===== config.mk =====
export PLATFORM = sky130hd
export DESIGN_NAME = ppt_csr_bank
export DESIGN_NICKNAME = d
export VERILOG_FILES = /design/src/include/ppt_pkg.sv /design/src/logic/ppt_flash_port.sv /design/src/logic/ppt_csr_bank.sv
export SDC_FILE = /design/constraint.sdc
export NUM_CORES = 1
export LEC_CHECK = 0
export ABC_AREA = 1
export BUFFER_PORTS_ARGS = -buffer_cell sky130_fd_sc_hd__buf_2
export CAP_MARGIN = 20
export CORE_MARGIN = 2
export CORE_UTILIZATION = 45
export DETAILED_ROUTE_END_ITERATION = 10
export PLACE_DENSITY = 0.66
export SYNTH_ARGS = -nofsm -noshare
export SYNTH_HDL_FRONTEND = slang
export SYNTH_HIERARCHICAL = 1
export SYNTH_SLANG_ARGS = --single-unit
export TNS_END_PERCENT = 10

===== constraint.sdc =====
create_clock -name mclk -period 2.1 [get_ports mclk]
set_input_delay 0.21 -clock mclk [delete_from_list [all_inputs] [get_ports mclk]]
set_output_delay 0.21 -clock mclk [all_outputs]
set_load 0.01 [all_outputs]

===== src/include/ppt_pkg.sv =====
// constants and types shared by the perf/power/tx-timer/rom-port register bank
package ppt_pkg;
  // register byte offsets
  localparam logic [7:0] OFF_PERF       = 8'h8c;
  localparam logic [7:0] OFF_TXBR       = 8'h9c;
  localparam logic [7:0] OFF_ROM        = 8'ha0;
  localparam logic [7:0] OFF_POWER_MGMT_CTRL_STATUS_MIRROR      = 8'he0;
  localparam logic [7:0] OFF_IRQ_STAT   = 8'he4;
  localparam logic [7:0] OFF_IRQ_MASK   = 8'he8;
  localparam logic [7:0] OFF_CTRL       = 8'hec;

  // performance counter fields
  localparam int PERF_CLK_LSB  = 16;
  localparam int PERF_DW_LSB   = 0;

  // power management word fields
  localparam int PM_WAKE_BIT   = 15;
  localparam int PM_SCALE_LSB  = 13;
  localparam int PM_SEL_LSB    = 9;
  localparam int PM_WEN_BIT    = 8;
  localparam int PM_PS_LSB     = 0;
  localparam logic [1:0] PS_RESET = 2'h0;

  // transmit burst / time-out fields
  localparam int TX_THR_LSB    = 16;
  localparam int TX_TTO_LSB    = 0;
  localparam logic [4:0]  TX_THR_RESET = 5'h00;
  localparam logic [11:0] TX_TTO_RESET = 12'h000;

  // rom port fields
  localparam int ROM_A16_BIT   = 31;
  localparam int ROM_REN_BIT   = 27;
  localparam int ROM_WEN_BIT   = 26;
  localparam int ROM_ADDR_LSB  = 8;
  localparam int ROM_DATA_LSB  = 0;
  localparam logic ROM_A16_RESET = 1'b1;

  // interrupt status bits
  localparam int IRQ_WAKE      = 0;
  localparam int IRQ_TX_DONE   = 1;
  localparam int IRQ_TX_IDLE   = 2;
  localparam int IRQ_ROM_DONE  = 3;
  localparam int IRQ_N         = 4;

  // control register bits
  localparam int CTRL_TX_IDLE_IRQ_ENABLE_BIT = 0;

  // timing
  localparam int CLK_PERIOD_NS = 10;
  localparam int TICK_100_NS   = 2560;
  localparam int TICK_10_NS    = 25500;
  localparam int TICK_100_CYC  = TICK_100_NS / CLK_PERIOD_NS;
  localparam int TICK_10_CYC   = TICK_10_NS / CLK_PERIOD_NS;
  localparam int ROM_ACC_NS    = 200;
  localparam int ROM_ACC_CYC   = (ROM_ACC_NS + CLK_PERIOD_NS - 1) / CLK_PERIOD_NS;
  localparam int ROM_SETUP_CYC = 2;

  typedef enum logic [1:0] {
    FL_IDLE   = 2'b00,
    FL_SETUP  = 2'b01,
    FL_STROBE = 2'b10,
    FL_HOLD   = 2'b11
  } ppt_flash_st_t;
endpackage : ppt_pkg


===== src/logic/ppt_flash_port.sv =====
// byte-wide flash / boot rom access sequencer
`timescale 1ns/1ps
module ppt_flash_port #(
  parameter int ACC_CYC = ppt_pkg::ROM_ACC_CYC
) (
  // clock and reset
  input  wire logic        mclk,
  input  wire logic        arst_n,
  // request side
  input  wire logic        start_rd,
  input  wire logic        start_wr,
  input  wire logic [16:0] addr,
  input  wire logic [7:0]  wdata,
  output logic             busy,
  output logic             done,
  output logic [7:0]       rdata_q,
  // flash pins
  output logic [16:0]      rom_addr_o,
  output logic             rom_ce_n_o,
  output logic             rom_oe_n_o,
  output logic             rom_we_n_o,
  input  wire logic [7:0]  rom_data_i,
  output logic [7:0]       rom_data_o,
  output logic             rom_data_oe_n_o
);
  ppt_pkg::ppt_flash_st_t st_q;
  logic [7:0]  cnt_q;
  logic        wr_q;
  logic [7:0]  din_s1_q;
  logic [7:0]  din_s2_q;

  assign busy = (st_q != ppt_pkg::FL_IDLE);

  // pin data synchroniser
  always_ff @(posedge mclk or negedge arst_n) begin
    if (!arst_n) begin
      din_s1_q <= 8'h00;
      din_s2_q <= 8'h00;
    end else begin
      din_s1_q <= rom_data_i;
      din_s2_q <= din_s1_q;
    end
  end

  // access sequence
  always_ff @(posedge mclk or negedge arst_n) begin
    if (!arst_n) begin
      st_q            <= ppt_pkg::FL_IDLE;
      cnt_q           <= 8'h00;
      wr_q            <= 1'b0;
      done            <= 1'b0;
      rdata_q         <= 8'h00;
      rom_addr_o      <= 17'h00000;
      rom_ce_n_o      <= 1'b1;
      rom_oe_n_o      <= 1'b1;
      rom_we_n_o      <= 1'b1;
      rom_data_o      <= 8'h00;
      rom_data_oe_n_o <= 1'b1;
    end else begin
      done <= 1'b0;
      unique case (st_q)
        ppt_pkg::FL_IDLE: begin
          if (start_rd || start_wr) begin
            wr_q            <= start_wr && !start_rd;
            rom_addr_o      <= addr;
            rom_data_o      <= wdata;
            rom_data_oe_n_o <= !(start_wr && !start_rd);
            rom_ce_n_o      <= 1'b0;
            cnt_q           <= 8'(ppt_pkg::ROM_SETUP_CYC);
            st_q            <= ppt_pkg::FL_SETUP;
          end
        end
        ppt_pkg::FL_SETUP: begin
          if (cnt_q <= 8'h01) begin
            rom_oe_n_o <= wr_q;
            rom_we_n_o <= !wr_q;
            cnt_q      <= 8'(ACC_CYC);
            st_q       <= ppt_pkg::FL_STROBE;
          end else begin
            cnt_q <= cnt_q - 8'h01;
          end
        end
        ppt_pkg::FL_STROBE: begin
          if (cnt_q <= 8'h01) begin
            if (!wr_q) begin
              rdata_q <= din_s2_q;
            end
            rom_oe_n_o <= 1'b1;
            rom_we_n_o <= 1'b1;
            st_q       <= ppt_pkg::FL_HOLD;
          end else begin
            cnt_q <= cnt_q - 8'h01;
          end
        end
        ppt_pkg::FL_HOLD: begin
          rom_ce_n_o      <= 1'b1;
          rom_data_oe_n_o <= 1'b1;
          done            <= 1'b1;
          st_q            <= ppt_pkg::FL_IDLE;
        end
      endcase
    end
  end
endmodule : ppt_flash_port


===== src/logic/ppt_csr_bank.sv =====
// host register bank: perf counter, power word, tx burst/time-out, boot rom port
`timescale 1ns/1ps
// Behaviour
// - the high half of the perf counter adds up clocks from each master read request to its completion.
// - the low byte of the perf counter adds up double words moved by all master transactions.
// - both perf fields are read only; each read of that register subtracts the value it returned, so counts since that value was sampled remain.
// - the wake status flag sets on any wake event whatever the wake signal enable.
// - writing one to the wake status flag clears it and releases the wake pin; writing zero does nothing.
// - the power data scale field always reads zero.
// - the power data select field always reads zero.
// - the power state field reports and takes the state, 00 D0, 01 D1, 10 D2, 11 D3hot.
// - a write of an unsupported power state completes on the bus but leaves the state unchanged.
// - the tx burst threshold sets how many consecutive good bursts raise the tx completed interrupt.
// - while tx idle interrupt enable is set the time-out counts down in 2.56us or 25.5us steps by speed.
// - a time-out reaching zero before the next packet starts raises the tx idle interrupt.
// - the address-16 select bit only acts in four-led mode, routing the shared pin to rom address 16.
// - a rom read is started with address and read enable, which clears when the byte is ready.
// - a rom write is started with write enable, which clears when the flash write is done.
// - four-led mode comes from a configuration input, clear for three leds and set for four.
module ppt_csr_bank #(
  parameter logic [3:0] PS_SUPPORTED = 4'h9,
  parameter int         ADDR_W       = 8
) (
  // clock and reset
  input  wire logic              mclk,
  input  wire logic              arst_n,
  // wishbone slave
  input  wire logic              wb_cyc_i,
  input  wire logic              wb_stb_i,
  input  wire logic              wb_we_i,
  input  wire logic [ADDR_W-1:0] wb_adr_i,
  input  wire logic [3:0]        wb_sel_i,
  input  wire logic [31:0]       wb_dat_i,
  output logic [31:0]            wb_dat_o,
  output logic                   wb_ack_o,
  // bus master activity
  input  wire logic              bm_rd_pending,
  input  wire logic              bm_dword,
  // wake and power
  input  wire logic              wake_event,
  output logic                   pme_o,
  output logic                   pme_oe_n_o,
  output logic [1:0]             power_state_o,
  // transmit activity
  input  wire logic              speed_100,
  input  wire logic              tx_burst_ok,
  input  wire logic              tx_burst_fail,
  input  wire logic              tx_pkt_start,
  input  wire logic              tx_pkt_end,
  // led / rom pin sharing
  input  wire logic              four_led_select,
  input  wire logic              led_fd_col,
  output logic                   shared_pin_o,
  // flash pins
  output logic [16:0]            rom_addr_o,
  output logic                   rom_ce_n_o,
  output logic                   rom_oe_n_o,
  output logic                   rom_we_n_o,
  input  wire logic [7:0]        rom_data_i,
  output logic [7:0]             rom_data_o,
  output logic                   rom_data_oe_n_o,
  // interrupt
  output logic                   irq_o
);
  // byte enables as a bit mask
  function automatic logic [31:0] sel_mask(input logic [3:0] sel);
    sel_mask = {{8{sel[3]}}, {8{sel[2]}}, {8{sel[1]}}, {8{sel[0]}}};
  endfunction : sel_mask

  function automatic logic hit(input logic [ADDR_W-1:0] a, input logic [7:0] off);
    hit = (a[7:0] == off);
  endfunction : hit

  logic        ack_q;
  logic [31:0] rdat_q;
  logic [31:0] rd_mux;
  logic        commit;
  logic        wr_c;
  logic        rd_c;
  logic [31:0] wmask;
  logic [31:0] wd;

  logic [15:0] perf_clk_q;
  logic [7:0]  perf_dw_q;
  logic        wake_q;
  logic        wake_en_q;
  logic [1:0]  ps_q;
  logic [4:0]  tx_thr_q;
  logic [11:0] tx_tto_q;
  logic        tx_idle_irq_enable_q;
  logic        a16_sel_q;
  logic        ren_q;
  logic        wen_q;
  logic [16:0] rom_addr_q;
  logic [7:0]  rom_wdat_q;
  localparam int IRQ_N_W = ppt_pkg::IRQ_N;
  logic [IRQ_N_W-1:0] irq_stat_q;
  logic [IRQ_N_W-1:0] irq_mask_q;
  logic [IRQ_N_W-1:0] irq_set;

  logic        led_s1_q;
  logic        led_s2_q;
  logic [4:0]  burst_run_q;
  logic        tx_done_ev;
  logic [11:0] tick_cnt_q;
  logic        tick;
  logic [11:0] tto_cnt_q;
  logic        tto_arm_q;
  logic        tx_idle_ev;
  logic        fl_busy;
  logic        fl_done;
  logic [7:0]  fl_rdata;
  logic        start_rd;
  logic        start_wr;
  logic [1:0]  ps_new;

  // wishbone: ack one cycle after the request, effects at the ack edge
  assign commit   = wb_cyc_i && wb_stb_i && ack_q;
  assign wr_c     = commit && wb_we_i;
  assign rd_c     = commit && !wb_we_i;
  assign wmask    = sel_mask(wb_sel_i);
  assign wd       = wb_dat_i & wmask;
  assign wb_ack_o = ack_q;
  assign wb_dat_o = rdat_q;

  always_ff @(posedge mclk or negedge arst_n) begin
    if (!arst_n) begin
      ack_q  <= 1'b0;
      rdat_q <= 32'h00000000;
    end else begin
      ack_q  <= wb_cyc_i && wb_stb_i && !ack_q;
      if (wb_cyc_i && wb_stb_i && !ack_q) begin
        rdat_q <= rd_mux;
      end
    end
  end

  always_comb begin
    rd_mux = 32'h00000000;
    if (hit(wb_adr_i, ppt_pkg::OFF_PERF)) begin
      rd_mux[ppt_pkg::PERF_CLK_LSB +: 16] = perf_clk_q;
      rd_mux[ppt_pkg::PERF_DW_LSB +: 8]   = perf_dw_q;
    end else if (hit(wb_adr_i, ppt_pkg::OFF_POWER_MGMT_CTRL_STATUS_MIRROR)) begin
      rd_mux[ppt_pkg::PM_WAKE_BIT]        = wake_q;
      rd_mux[ppt_pkg::PM_SCALE_LSB +: 2]  = 2'h0;
      rd_mux[ppt_pkg::PM_SEL_LSB +: 4]    = 4'h0;
      rd_mux[ppt_pkg::PM_WEN_BIT]         = wake_en_q;
      rd_mux[ppt_pkg::PM_PS_LSB +: 2]     = ps_q;
    end else if (hit(wb_adr_i, ppt_pkg::OFF_TXBR)) begin
      rd_mux[ppt_pkg::TX_THR_LSB +: 5]    = tx_thr_q;
      rd_mux[ppt_pkg::TX_TTO_LSB +: 12]   = tx_tto_q;
    end else if (hit(wb_adr_i, ppt_pkg::OFF_ROM)) begin
      rd_mux[ppt_pkg::ROM_A16_BIT]        = a16_sel_q;
      rd_mux[ppt_pkg::ROM_REN_BIT]        = ren_q;
      rd_mux[ppt_pkg::ROM_WEN_BIT]        = wen_q;
      rd_mux[ppt_pkg::ROM_ADDR_LSB +: 17] = rom_addr_q;
      rd_mux[ppt_pkg::ROM_DATA_LSB +: 8]  = rom_wdat_q;
    end else if (hit(wb_adr_i, ppt_pkg::OFF_IRQ_STAT)) begin
      rd_mux[IRQ_N_W-1:0]                 = irq_stat_q;
    end else if (hit(wb_adr_i, ppt_pkg::OFF_IRQ_MASK)) begin
      rd_mux[IRQ_N_W-1:0]                 = irq_mask_q;
    end else if (hit(wb_adr_i, ppt_pkg::OFF_CTRL)) begin
      rd_mux[ppt_pkg::CTRL_TX_IDLE_IRQ_ENABLE_BIT]      = tx_idle_irq_enable_q;
    end
  end

  // perf counter; a read subtracts what it returned so nothing is lost
  always_ff @(posedge mclk or negedge arst_n) begin
    if (!arst_n) begin
      perf_clk_q <= 16'h0000;
      perf_dw_q  <= 8'h00;
    end else begin
      if (rd_c && hit(wb_adr_i, ppt_pkg::OFF_PERF)) begin
        perf_clk_q <= perf_clk_q - rdat_q[ppt_pkg::PERF_CLK_LSB +: 16] + {15'h0000, bm_rd_pending};
        perf_dw_q  <= perf_dw_q - rdat_q[ppt_pkg::PERF_DW_LSB +: 8] + {7'h00, bm_dword};
      end else begin
        perf_clk_q <= perf_clk_q + {15'h0000, bm_rd_pending};
        perf_dw_q  <= perf_dw_q + {7'h00, bm_dword};
      end
    end
  end

  // power management word
  assign ps_new = wd[ppt_pkg::PM_PS_LSB +: 2];

  always_ff @(posedge mclk or negedge arst_n) begin
    if (!arst_n) begin
      wake_q    <= 1'b0;
      wake_en_q <= 1'b0;
      ps_q      <= ppt_pkg::PS_RESET;
    end else begin
      if (wake_event) begin
        wake_q <= 1'b1;
      end else if (wr_c && hit(wb_adr_i, ppt_pkg::OFF_POWER_MGMT_CTRL_STATUS_MIRROR) && wd[ppt_pkg::PM_WAKE_BIT]) begin
        wake_q <= 1'b0;
      end
      if (wr_c && hit(wb_adr_i, ppt_pkg::OFF_POWER_MGMT_CTRL_STATUS_MIRROR)) begin
        if (wmask[ppt_pkg::PM_WEN_BIT]) begin
          wake_en_q <= wd[ppt_pkg::PM_WEN_BIT];
        end
        if (wmask[ppt_pkg::PM_PS_LSB] && PS_SUPPORTED[ps_new]) begin
          ps_q <= ps_new;
        end
      end
    end
  end

  assign pme_o         = 1'b0;
  assign pme_oe_n_o    = !(wake_q && wake_en_q);
  assign power_state_o = ps_q;

  // tx burst threshold, time-out value and idle enable
  always_ff @(posedge mclk or negedge arst_n) begin
    if (!arst_n) begin
      tx_thr_q <= ppt_pkg::TX_THR_RESET;
      tx_tto_q <= ppt_pkg::TX_TTO_RESET;
      tx_idle_irq_enable_q   <= 1'b0;
    end else if (wr_c) begin
      if (hit(wb_adr_i, ppt_pkg::OFF_TXBR)) begin
        tx_thr_q <= (tx_thr_q & ~wmask[ppt_pkg::TX_THR_LSB +: 5]) | wd[ppt_pkg::TX_THR_LSB +: 5];
        tx_tto_q <= (tx_tto_q & ~wmask[ppt_pkg::TX_TTO_LSB +: 12]) | wd[ppt_pkg::TX_TTO_LSB +: 12];
      end
      if (hit(wb_adr_i, ppt_pkg::OFF_CTRL) && wmask[ppt_pkg::CTRL_TX_IDLE_IRQ_ENABLE_BIT]) begin
        tx_idle_irq_enable_q <= wd[ppt_pkg::CTRL_TX_IDLE_IRQ_ENABLE_BIT];
      end
    end
  end

  // consecutive good bursts
  assign tx_done_ev = tx_burst_ok && ((burst_run_q + 5'h01) >= tx_thr_q);

  always_ff @(posedge mclk or negedge arst_n) begin
    if (!arst_n) begin
      burst_run_q <= 5'h00;
    end else if (tx_burst_fail || tx_done_ev) begin
      burst_run_q <= 5'h00;
    end else if (tx_burst_ok) begin
      burst_run_q <= burst_run_q + 5'h01;
    end
  end

  // time-out step divider
  assign tick = tx_idle_irq_enable_q && (tick_cnt_q == 12'h000);

  always_ff @(posedge mclk or negedge arst_n) begin
    if (!arst_n) begin
      tick_cnt_q <= 12'h000;
    end else if (!tx_idle_irq_enable_q || tick_cnt_q == 12'h000) begin
      tick_cnt_q <= speed_100 ? 12'(ppt_pkg::TICK_100_CYC - 1) : 12'(ppt_pkg::TICK_10_CYC - 1);
    end else begin
      tick_cnt_q <= tick_cnt_q - 12'h001;
    end
  end

  // idle timer armed at packet end, cancelled by the next start
  assign tx_idle_ev = tto_arm_q && tick && (tto_cnt_q <= 12'h001);

  always_ff @(posedge mclk or negedge arst_n) begin
    if (!arst_n) begin
      tto_cnt_q <= 12'h000;
      tto_arm_q <= 1'b0;
    end else if (tx_pkt_start) begin
      tto_arm_q <= 1'b0;
    end else if (tx_pkt_end) begin
      tto_cnt_q <= tx_tto_q;
      tto_arm_q <= tx_idle_irq_enable_q;
    end else if (tx_idle_ev) begin
      tto_cnt_q <= 12'h000;
      tto_arm_q <= 1'b0;
    end else if (tto_arm_q && tick) begin
      tto_cnt_q <= tto_cnt_q - 12'h001;
    end
  end

  // rom port register
  assign start_rd = wr_c && hit(wb_adr_i, ppt_pkg::OFF_ROM) && !fl_busy && !ren_q && !wen_q
                    && wmask[ppt_pkg::ROM_REN_BIT] && wd[ppt_pkg::ROM_REN_BIT];
  assign start_wr = wr_c && hit(wb_adr_i, ppt_pkg::OFF_ROM) && !fl_busy && !ren_q && !wen_q
                    && wmask[ppt_pkg::ROM_WEN_BIT] && wd[ppt_pkg::ROM_WEN_BIT] && !wd[ppt_pkg::ROM_REN_BIT];

  always_ff @(posedge mclk or negedge arst_n) begin
    if (!arst_n) begin
      a16_sel_q  <= ppt_pkg::ROM_A16_RESET;
      ren_q      <= 1'b0;
      wen_q      <= 1'b0;
      rom_addr_q <= 17'h00000;
      rom_wdat_q <= 8'h00;
    end else begin
      if (wr_c && hit(wb_adr_i, ppt_pkg::OFF_ROM) && !ren_q && !wen_q) begin
        if (wmask[ppt_pkg::ROM_A16_BIT]) begin
          a16_sel_q <= wd[ppt_pkg::ROM_A16_BIT];
        end
        rom_addr_q <= (rom_addr_q & ~wmask[ppt_pkg::ROM_ADDR_LSB +: 17]) | wd[ppt_pkg::ROM_ADDR_LSB +: 17];
        rom_wdat_q <= (rom_wdat_q & ~wmask[ppt_pkg::ROM_DATA_LSB +: 8]) | wd[ppt_pkg::ROM_DATA_LSB +: 8];
      end
      // one data byte: holds the write byte until a read returns
      if (fl_done && ren_q) begin
        rom_wdat_q <= fl_rdata;
      end
      if (start_rd) begin
        ren_q <= 1'b1;
      end else if (fl_done) begin
        ren_q <= 1'b0;
      end
      if (start_wr) begin
        wen_q <= 1'b1;
      end else if (fl_done) begin
        wen_q <= 1'b0;
      end
    end
  end

  ppt_flash_port #(
    .ACC_CYC (ppt_pkg::ROM_ACC_CYC)
  ) u_flash (
    .mclk            (mclk),
    .arst_n          (arst_n),
    .start_rd        (start_rd),
    .start_wr        (start_wr),
    .addr            ((rom_addr_q & ~wmask[ppt_pkg::ROM_ADDR_LSB +: 17]) | wd[ppt_pkg::ROM_ADDR_LSB +: 17]),
    .wdata           ((rom_wdat_q & ~wmask[ppt_pkg::ROM_DATA_LSB +: 8]) | wd[ppt_pkg::ROM_DATA_LSB +: 8]),
    .busy            (fl_busy),
    .done            (fl_done),
    .rdata_q         (fl_rdata),
    .rom_addr_o      (rom_addr_o),
    .rom_ce_n_o      (rom_ce_n_o),
    .rom_oe_n_o      (rom_oe_n_o),
    .rom_we_n_o      (rom_we_n_o),
    .rom_data_i      (rom_data_i),
    .rom_data_o      (rom_data_o),
    .rom_data_oe_n_o (rom_data_oe_n_o)
  );

  // four-led strap synchroniser
  always_ff @(posedge mclk or negedge arst_n) begin
    if (!arst_n) begin
      led_s1_q <= 1'b0;
      led_s2_q <= 1'b0;
    end else begin
      led_s1_q <= four_led_select;
      led_s2_q <= led_s1_q;
    end
  end

  assign shared_pin_o = (led_s2_q && a16_sel_q) ? rom_addr_o[16] : led_fd_col;

  // interrupt status, write one to clear, set wins
  always_comb begin
    irq_set = '0;
    irq_set[ppt_pkg::IRQ_WAKE]     = wake_event;
    irq_set[ppt_pkg::IRQ_TX_DONE]  = tx_done_ev;
    irq_set[ppt_pkg::IRQ_TX_IDLE]  = tx_idle_ev;
    irq_set[ppt_pkg::IRQ_ROM_DONE] = fl_done;
  end

  always_ff @(posedge mclk or negedge arst_n) begin
    if (!arst_n) begin
      irq_stat_q <= '0;
    end else if (wr_c && hit(wb_adr_i, ppt_pkg::OFF_IRQ_STAT)) begin
      irq_stat_q <= (irq_stat_q & ~wd[IRQ_N_W-1:0]) | irq_set;
    end else begin
      irq_stat_q <= irq_stat_q | irq_set;
    end
  end

  always_ff @(posedge mclk or negedge arst_n) begin
    if (!arst_n) begin
      irq_mask_q <= '0;
    end else if (wr_c && hit(wb_adr_i, ppt_pkg::OFF_IRQ_MASK) && wb_sel_i[0]) begin
      irq_mask_q <= wb_dat_i[IRQ_N_W-1:0];
    end
  end

  assign irq_o = |(irq_stat_q & irq_mask_q);
endmodule : ppt_csr_bank


==> reports/results.tsv <==
stage	metric	value	unit
global_routing	wire length of the first global-routing pass	52.5	mm
cts	CTS Sinks	212	
yosys	Synth Area in Compound Gates	9.32	%
finish	filler cell count in the final layout	2382	
finish	total number of nets in the final design	1920	
yosys	xor/xnor share of the synthesized area	3.20	%
power	power density over the cells	938	nW/um^2
global_routing	pin count of the biggest net entering global routing	73	
global_routing	global-route track usage on met1	32.2	%
yosys	adder-cell share of the synthesized area	6.99	%
power	Pleak	0.00779	uW
yosys	post-synthesis sequential element count	212	
finish	most common library cell in the layout ignoring fill and taps	nand2_1	
yosys	largest area contributor in the netlist	dfrtp_1	
die	floorplan die area	28000	um^2
yosys	top post-synthesis cells by area	dfrtp_1, nand2_1, ha_1	
yosys	mean post-synth cell area	7.61	um^2
cts	clock insertion delay at the later pin of the skew report	0.53	ns
min_path	hold depth	3	
placed_design	minimum setup slack after placement	-0.133	ns
yosys	main combinational cell family by area after synthesis	simple AND/OR/NAND/NOR gates	
setup_path	Max Fanout on Critical Path	5	
yosys	post-synthesis instance area	12000	um^2
die	overall die height	167	um
sta	final max-slew violation count	0	
finish	Area Growth Syn to Fin	23.3	%
die	Die Width	167	um
routing	average via count per standard cell	5.14	
yosys	fraction of synthesis flops using an asynchronous set or reset pin	100	%
sta	final hold violation count	0	
cts	CTS tree	done	
routing	DR vias	10994	
die	effective utilization at floorplan	46.0	%
outcome	outcome	complete, but fails checks	
finish	most frequent cells in the layout	nand2_1, dfrtp_1, inv_1	
sta	total negative setup slack	-0.00883	ns
die	area of the core	26100	um^2
cts	clock transition at the registers of the reported paths	0.06	ns
power	PnR Total Power	13900	uW
global_routing	highest-utilization routing layer at the global route stage	met2	
outcome	violations in the final reports	design-rule violations, negative setup slack	
cts	CTS H-tree lvls	1	
sta	max_slew headroom	44.5	%
finish	area taken by flip-flops and latches	5310	um^2
global_routing	Total GRT Usage	22.9	%
global_routing	routing usage on met2	37.3	%
routing	router iterations before antenna repair	8	
sta	minimum clock period after layout	2.10	ns
setup_path	worst r2r path cells	10	
die	Ports	135	
routing	WL/cell	15.2	um
cts	clock root buffer master	clkbuf_16	
yosys	sequential area share after synthesis	44.2	%
sta	least setup slack across all paths after layout	-0.00243	ns
power	worst voltage drop across the vdd grid	0.653	mV
run	max cap viols	0	
min_path	worst hold path type	input pin to register	
yosys	area share of the largest cell type after synthesis	43.1	%
yosys	post-synth net total	1714	
setup_path	Critical Path Source Type	register	
sta	Post-Route Skew	0.00857	ns
yosys	count of flip-flops with a built-in enable after synthesis	0	
global_routing	number of antenna violations at the first check in global routing	0	
routing	number of DRC violations after detailed-routing iteration 0	747	
global_routing	Global Route met3 Usage	3.40	%
yosys	share of synthesized cell area in and, or, nand and nor gates	28.3	%
die	number of core rows	59	
sta	fraction of the cycle the final worst path needs	100	%
sta	setup repair after global routing missed its margin	true	
cts	Max clock buf depth	3	
finish	Antenna Diode Count	0	
sta	worst slew pin tran	0.832	ns
routing	drc violations	5	
routing	antenna violation net count after detailed routing	0	
yosys	Yosys cell types	46	
routing	Final Routed Wirelength	32.5	mm
sta	f_max	476	MHz
setup_path	critical path arrival	2.56	ns
finish	layout cells sized above 1	17.7	%
sta	final setup vio count	4	
setup_path	type of element capturing the critical path	register	
setup_path	Crit Path Class	register to register	
yosys	post-synthesis mux area share	0	%
yosys	Mapped Cells	1581	
placed_design	final RePlAce weighted congestion	0.886	
placed_design	number of port buffers	129	
finish	area of combinational cells with multiple inputs	6030	um^2
global_routing	residual overflow from global routing	0	
setup_path	Required @ worst endpoint	2.55	ns
global_routing	vias in the first global route	10352	
placed_design	HPWL Detailed	24.0	mm
yosys	count of warnings emitted by yosys	6	
yosys	Most used DFF post-synth	dfrtp_1	
cts	number of buffers created by CTS	24	
## path summary, 6_finish.rpt
| path | from | to | slack, ns |
|---|---|---|---|
| worst max register to register | burst_run_q[0] | burst_run_q[2] | -0.002 |
| min in group asynchronous | arst_n | u_flash/rom_addr_o[3] | 0.17 |
| worst min register to register | u_flash/din_s1_q[2] | u_flash/din_s2_q[2] | 0.35 |
| worst min-delay path | wb_dat_i[2] | register | 0.006 |
| worst max-delay path | burst_run_q[0] | burst_run_q[2] | -0.002 |
| max in group asynchronous | arst_n | u_flash/rom_data_oe_n_o | 1.18 |
## Yosys cell counts, drive strengths merged, types with 4 or more instances
| cell type | number |
|---|---|
| a21oi | 52 |
| a22oi | 4 |
| a31oi | 5 |
| buf | 13 |
| clkbuf | 26 |
| dfrtp | 207 |
| dfstp | 5 |
| ha | 64 |
| inv | 205 |
| nand2 | 520 |
| nand3 | 111 |
| nand3b | 8 |
| nand4 | 12 |
| nor2 | 118 |
| nor3 | 26 |
| o211ai | 4 |
| o21ai | 119 |
| o22ai | 11 |
| or2 | 8 |
| xnor2 | 12 |
| xor2 | 32 |
## registers in the layout (all words and copies together), names as in the netlist, 5 cells and up, named ones only
| name | cells |
|---|---|
| tto_cnt_q | 12 |
| perf_dw_q | 8 |
| u_flash/rdata_q | 8 |
| u_flash/din_s2_q | 8 |
| u_flash/rom_data_o | 8 |
| rom_wdat_q | 8 |
| u_flash/cnt_q | 8 |
| wb_dat_o | 32 |
| burst_run_q | 5 |
| perf_clk_q | 16 |
| u_flash/rom_addr_o | 17 |
| u_flash/din_s1_q | 8 |
| rom_addr_q | 17 |
| tick_cnt_q | 12 |
## layout make-up
| class | instances | area share [%] |
|---|---|---|
| Clock inverter | 12 | 0.878 |
| Inverter | 207 | 5.29 |
| Tap cell | 335 | 2.83 |
| Clock buffer | 32 | 4.59 |
| Timing Repair Buffer | 219 | 9.93 |
| Sequential cell | 212 | 35.8 |
| Multi-Input combinational cell | 1123 | 40.7 |
## stage by stage
stage	instance area [um^2]	hold slack [ns]	instances	utilization, %
final	14800	0.00564	2140	56.7
after floorplan	12000	-0.0856	1581	-
after CTS	14500	0.000487	2133	55.5
after detailed placement	13400	0.129	2062	51.3
after global routing	14800	0.0170	2140	56.7
after global placement	13400	0.131	2062	51.3
## worst max-delay path, cell delays in order, from the launching register on
cell     delay (ns)
dfrtp_1        0.42
ha_2           0.23
nand3_1        0.13
xnor2_2        0.25
ha_4           0.24
a21oi_1        0.14
o21a_1         0.14
nand3_1        0.10
nand2_1        0.12
nand2_2        0.12
o21ai_2        0.13
## cells by family after synthesis
kind of cell	after synthesis
AND/OR/NAND/NOR	805
XOR/XNOR	44
flip-flops	212
other	1
buffers and inverters	246
adder cells (fa/ha/maj)	66
AO/OA/AOI/OAI	207
## timing repair
item                       CTS  global route
pin swaps                    0            19
gates resized for setup      2            55
setup endpoints to repair    7            54
hold endpoints to repair    92             1
hold buffers                27             1
setup buffers                0             6
## where the power goes
part / total (uW) / internal, uW / switching [uW]
combinational: 4860 / 2020 / 2850
sequential: 4770 / 4450 / 318
clock: 4280 / 2530 / 1740
total: 13900 / 9000 / 4910
## routing by layer
layer	vias up	routed length [um]
met4	0	840
met3	51	1690
met2	280	15100
met5	-	0
met1	5210	14900
li1	5453	-
(Power assumes the default switching activity.)
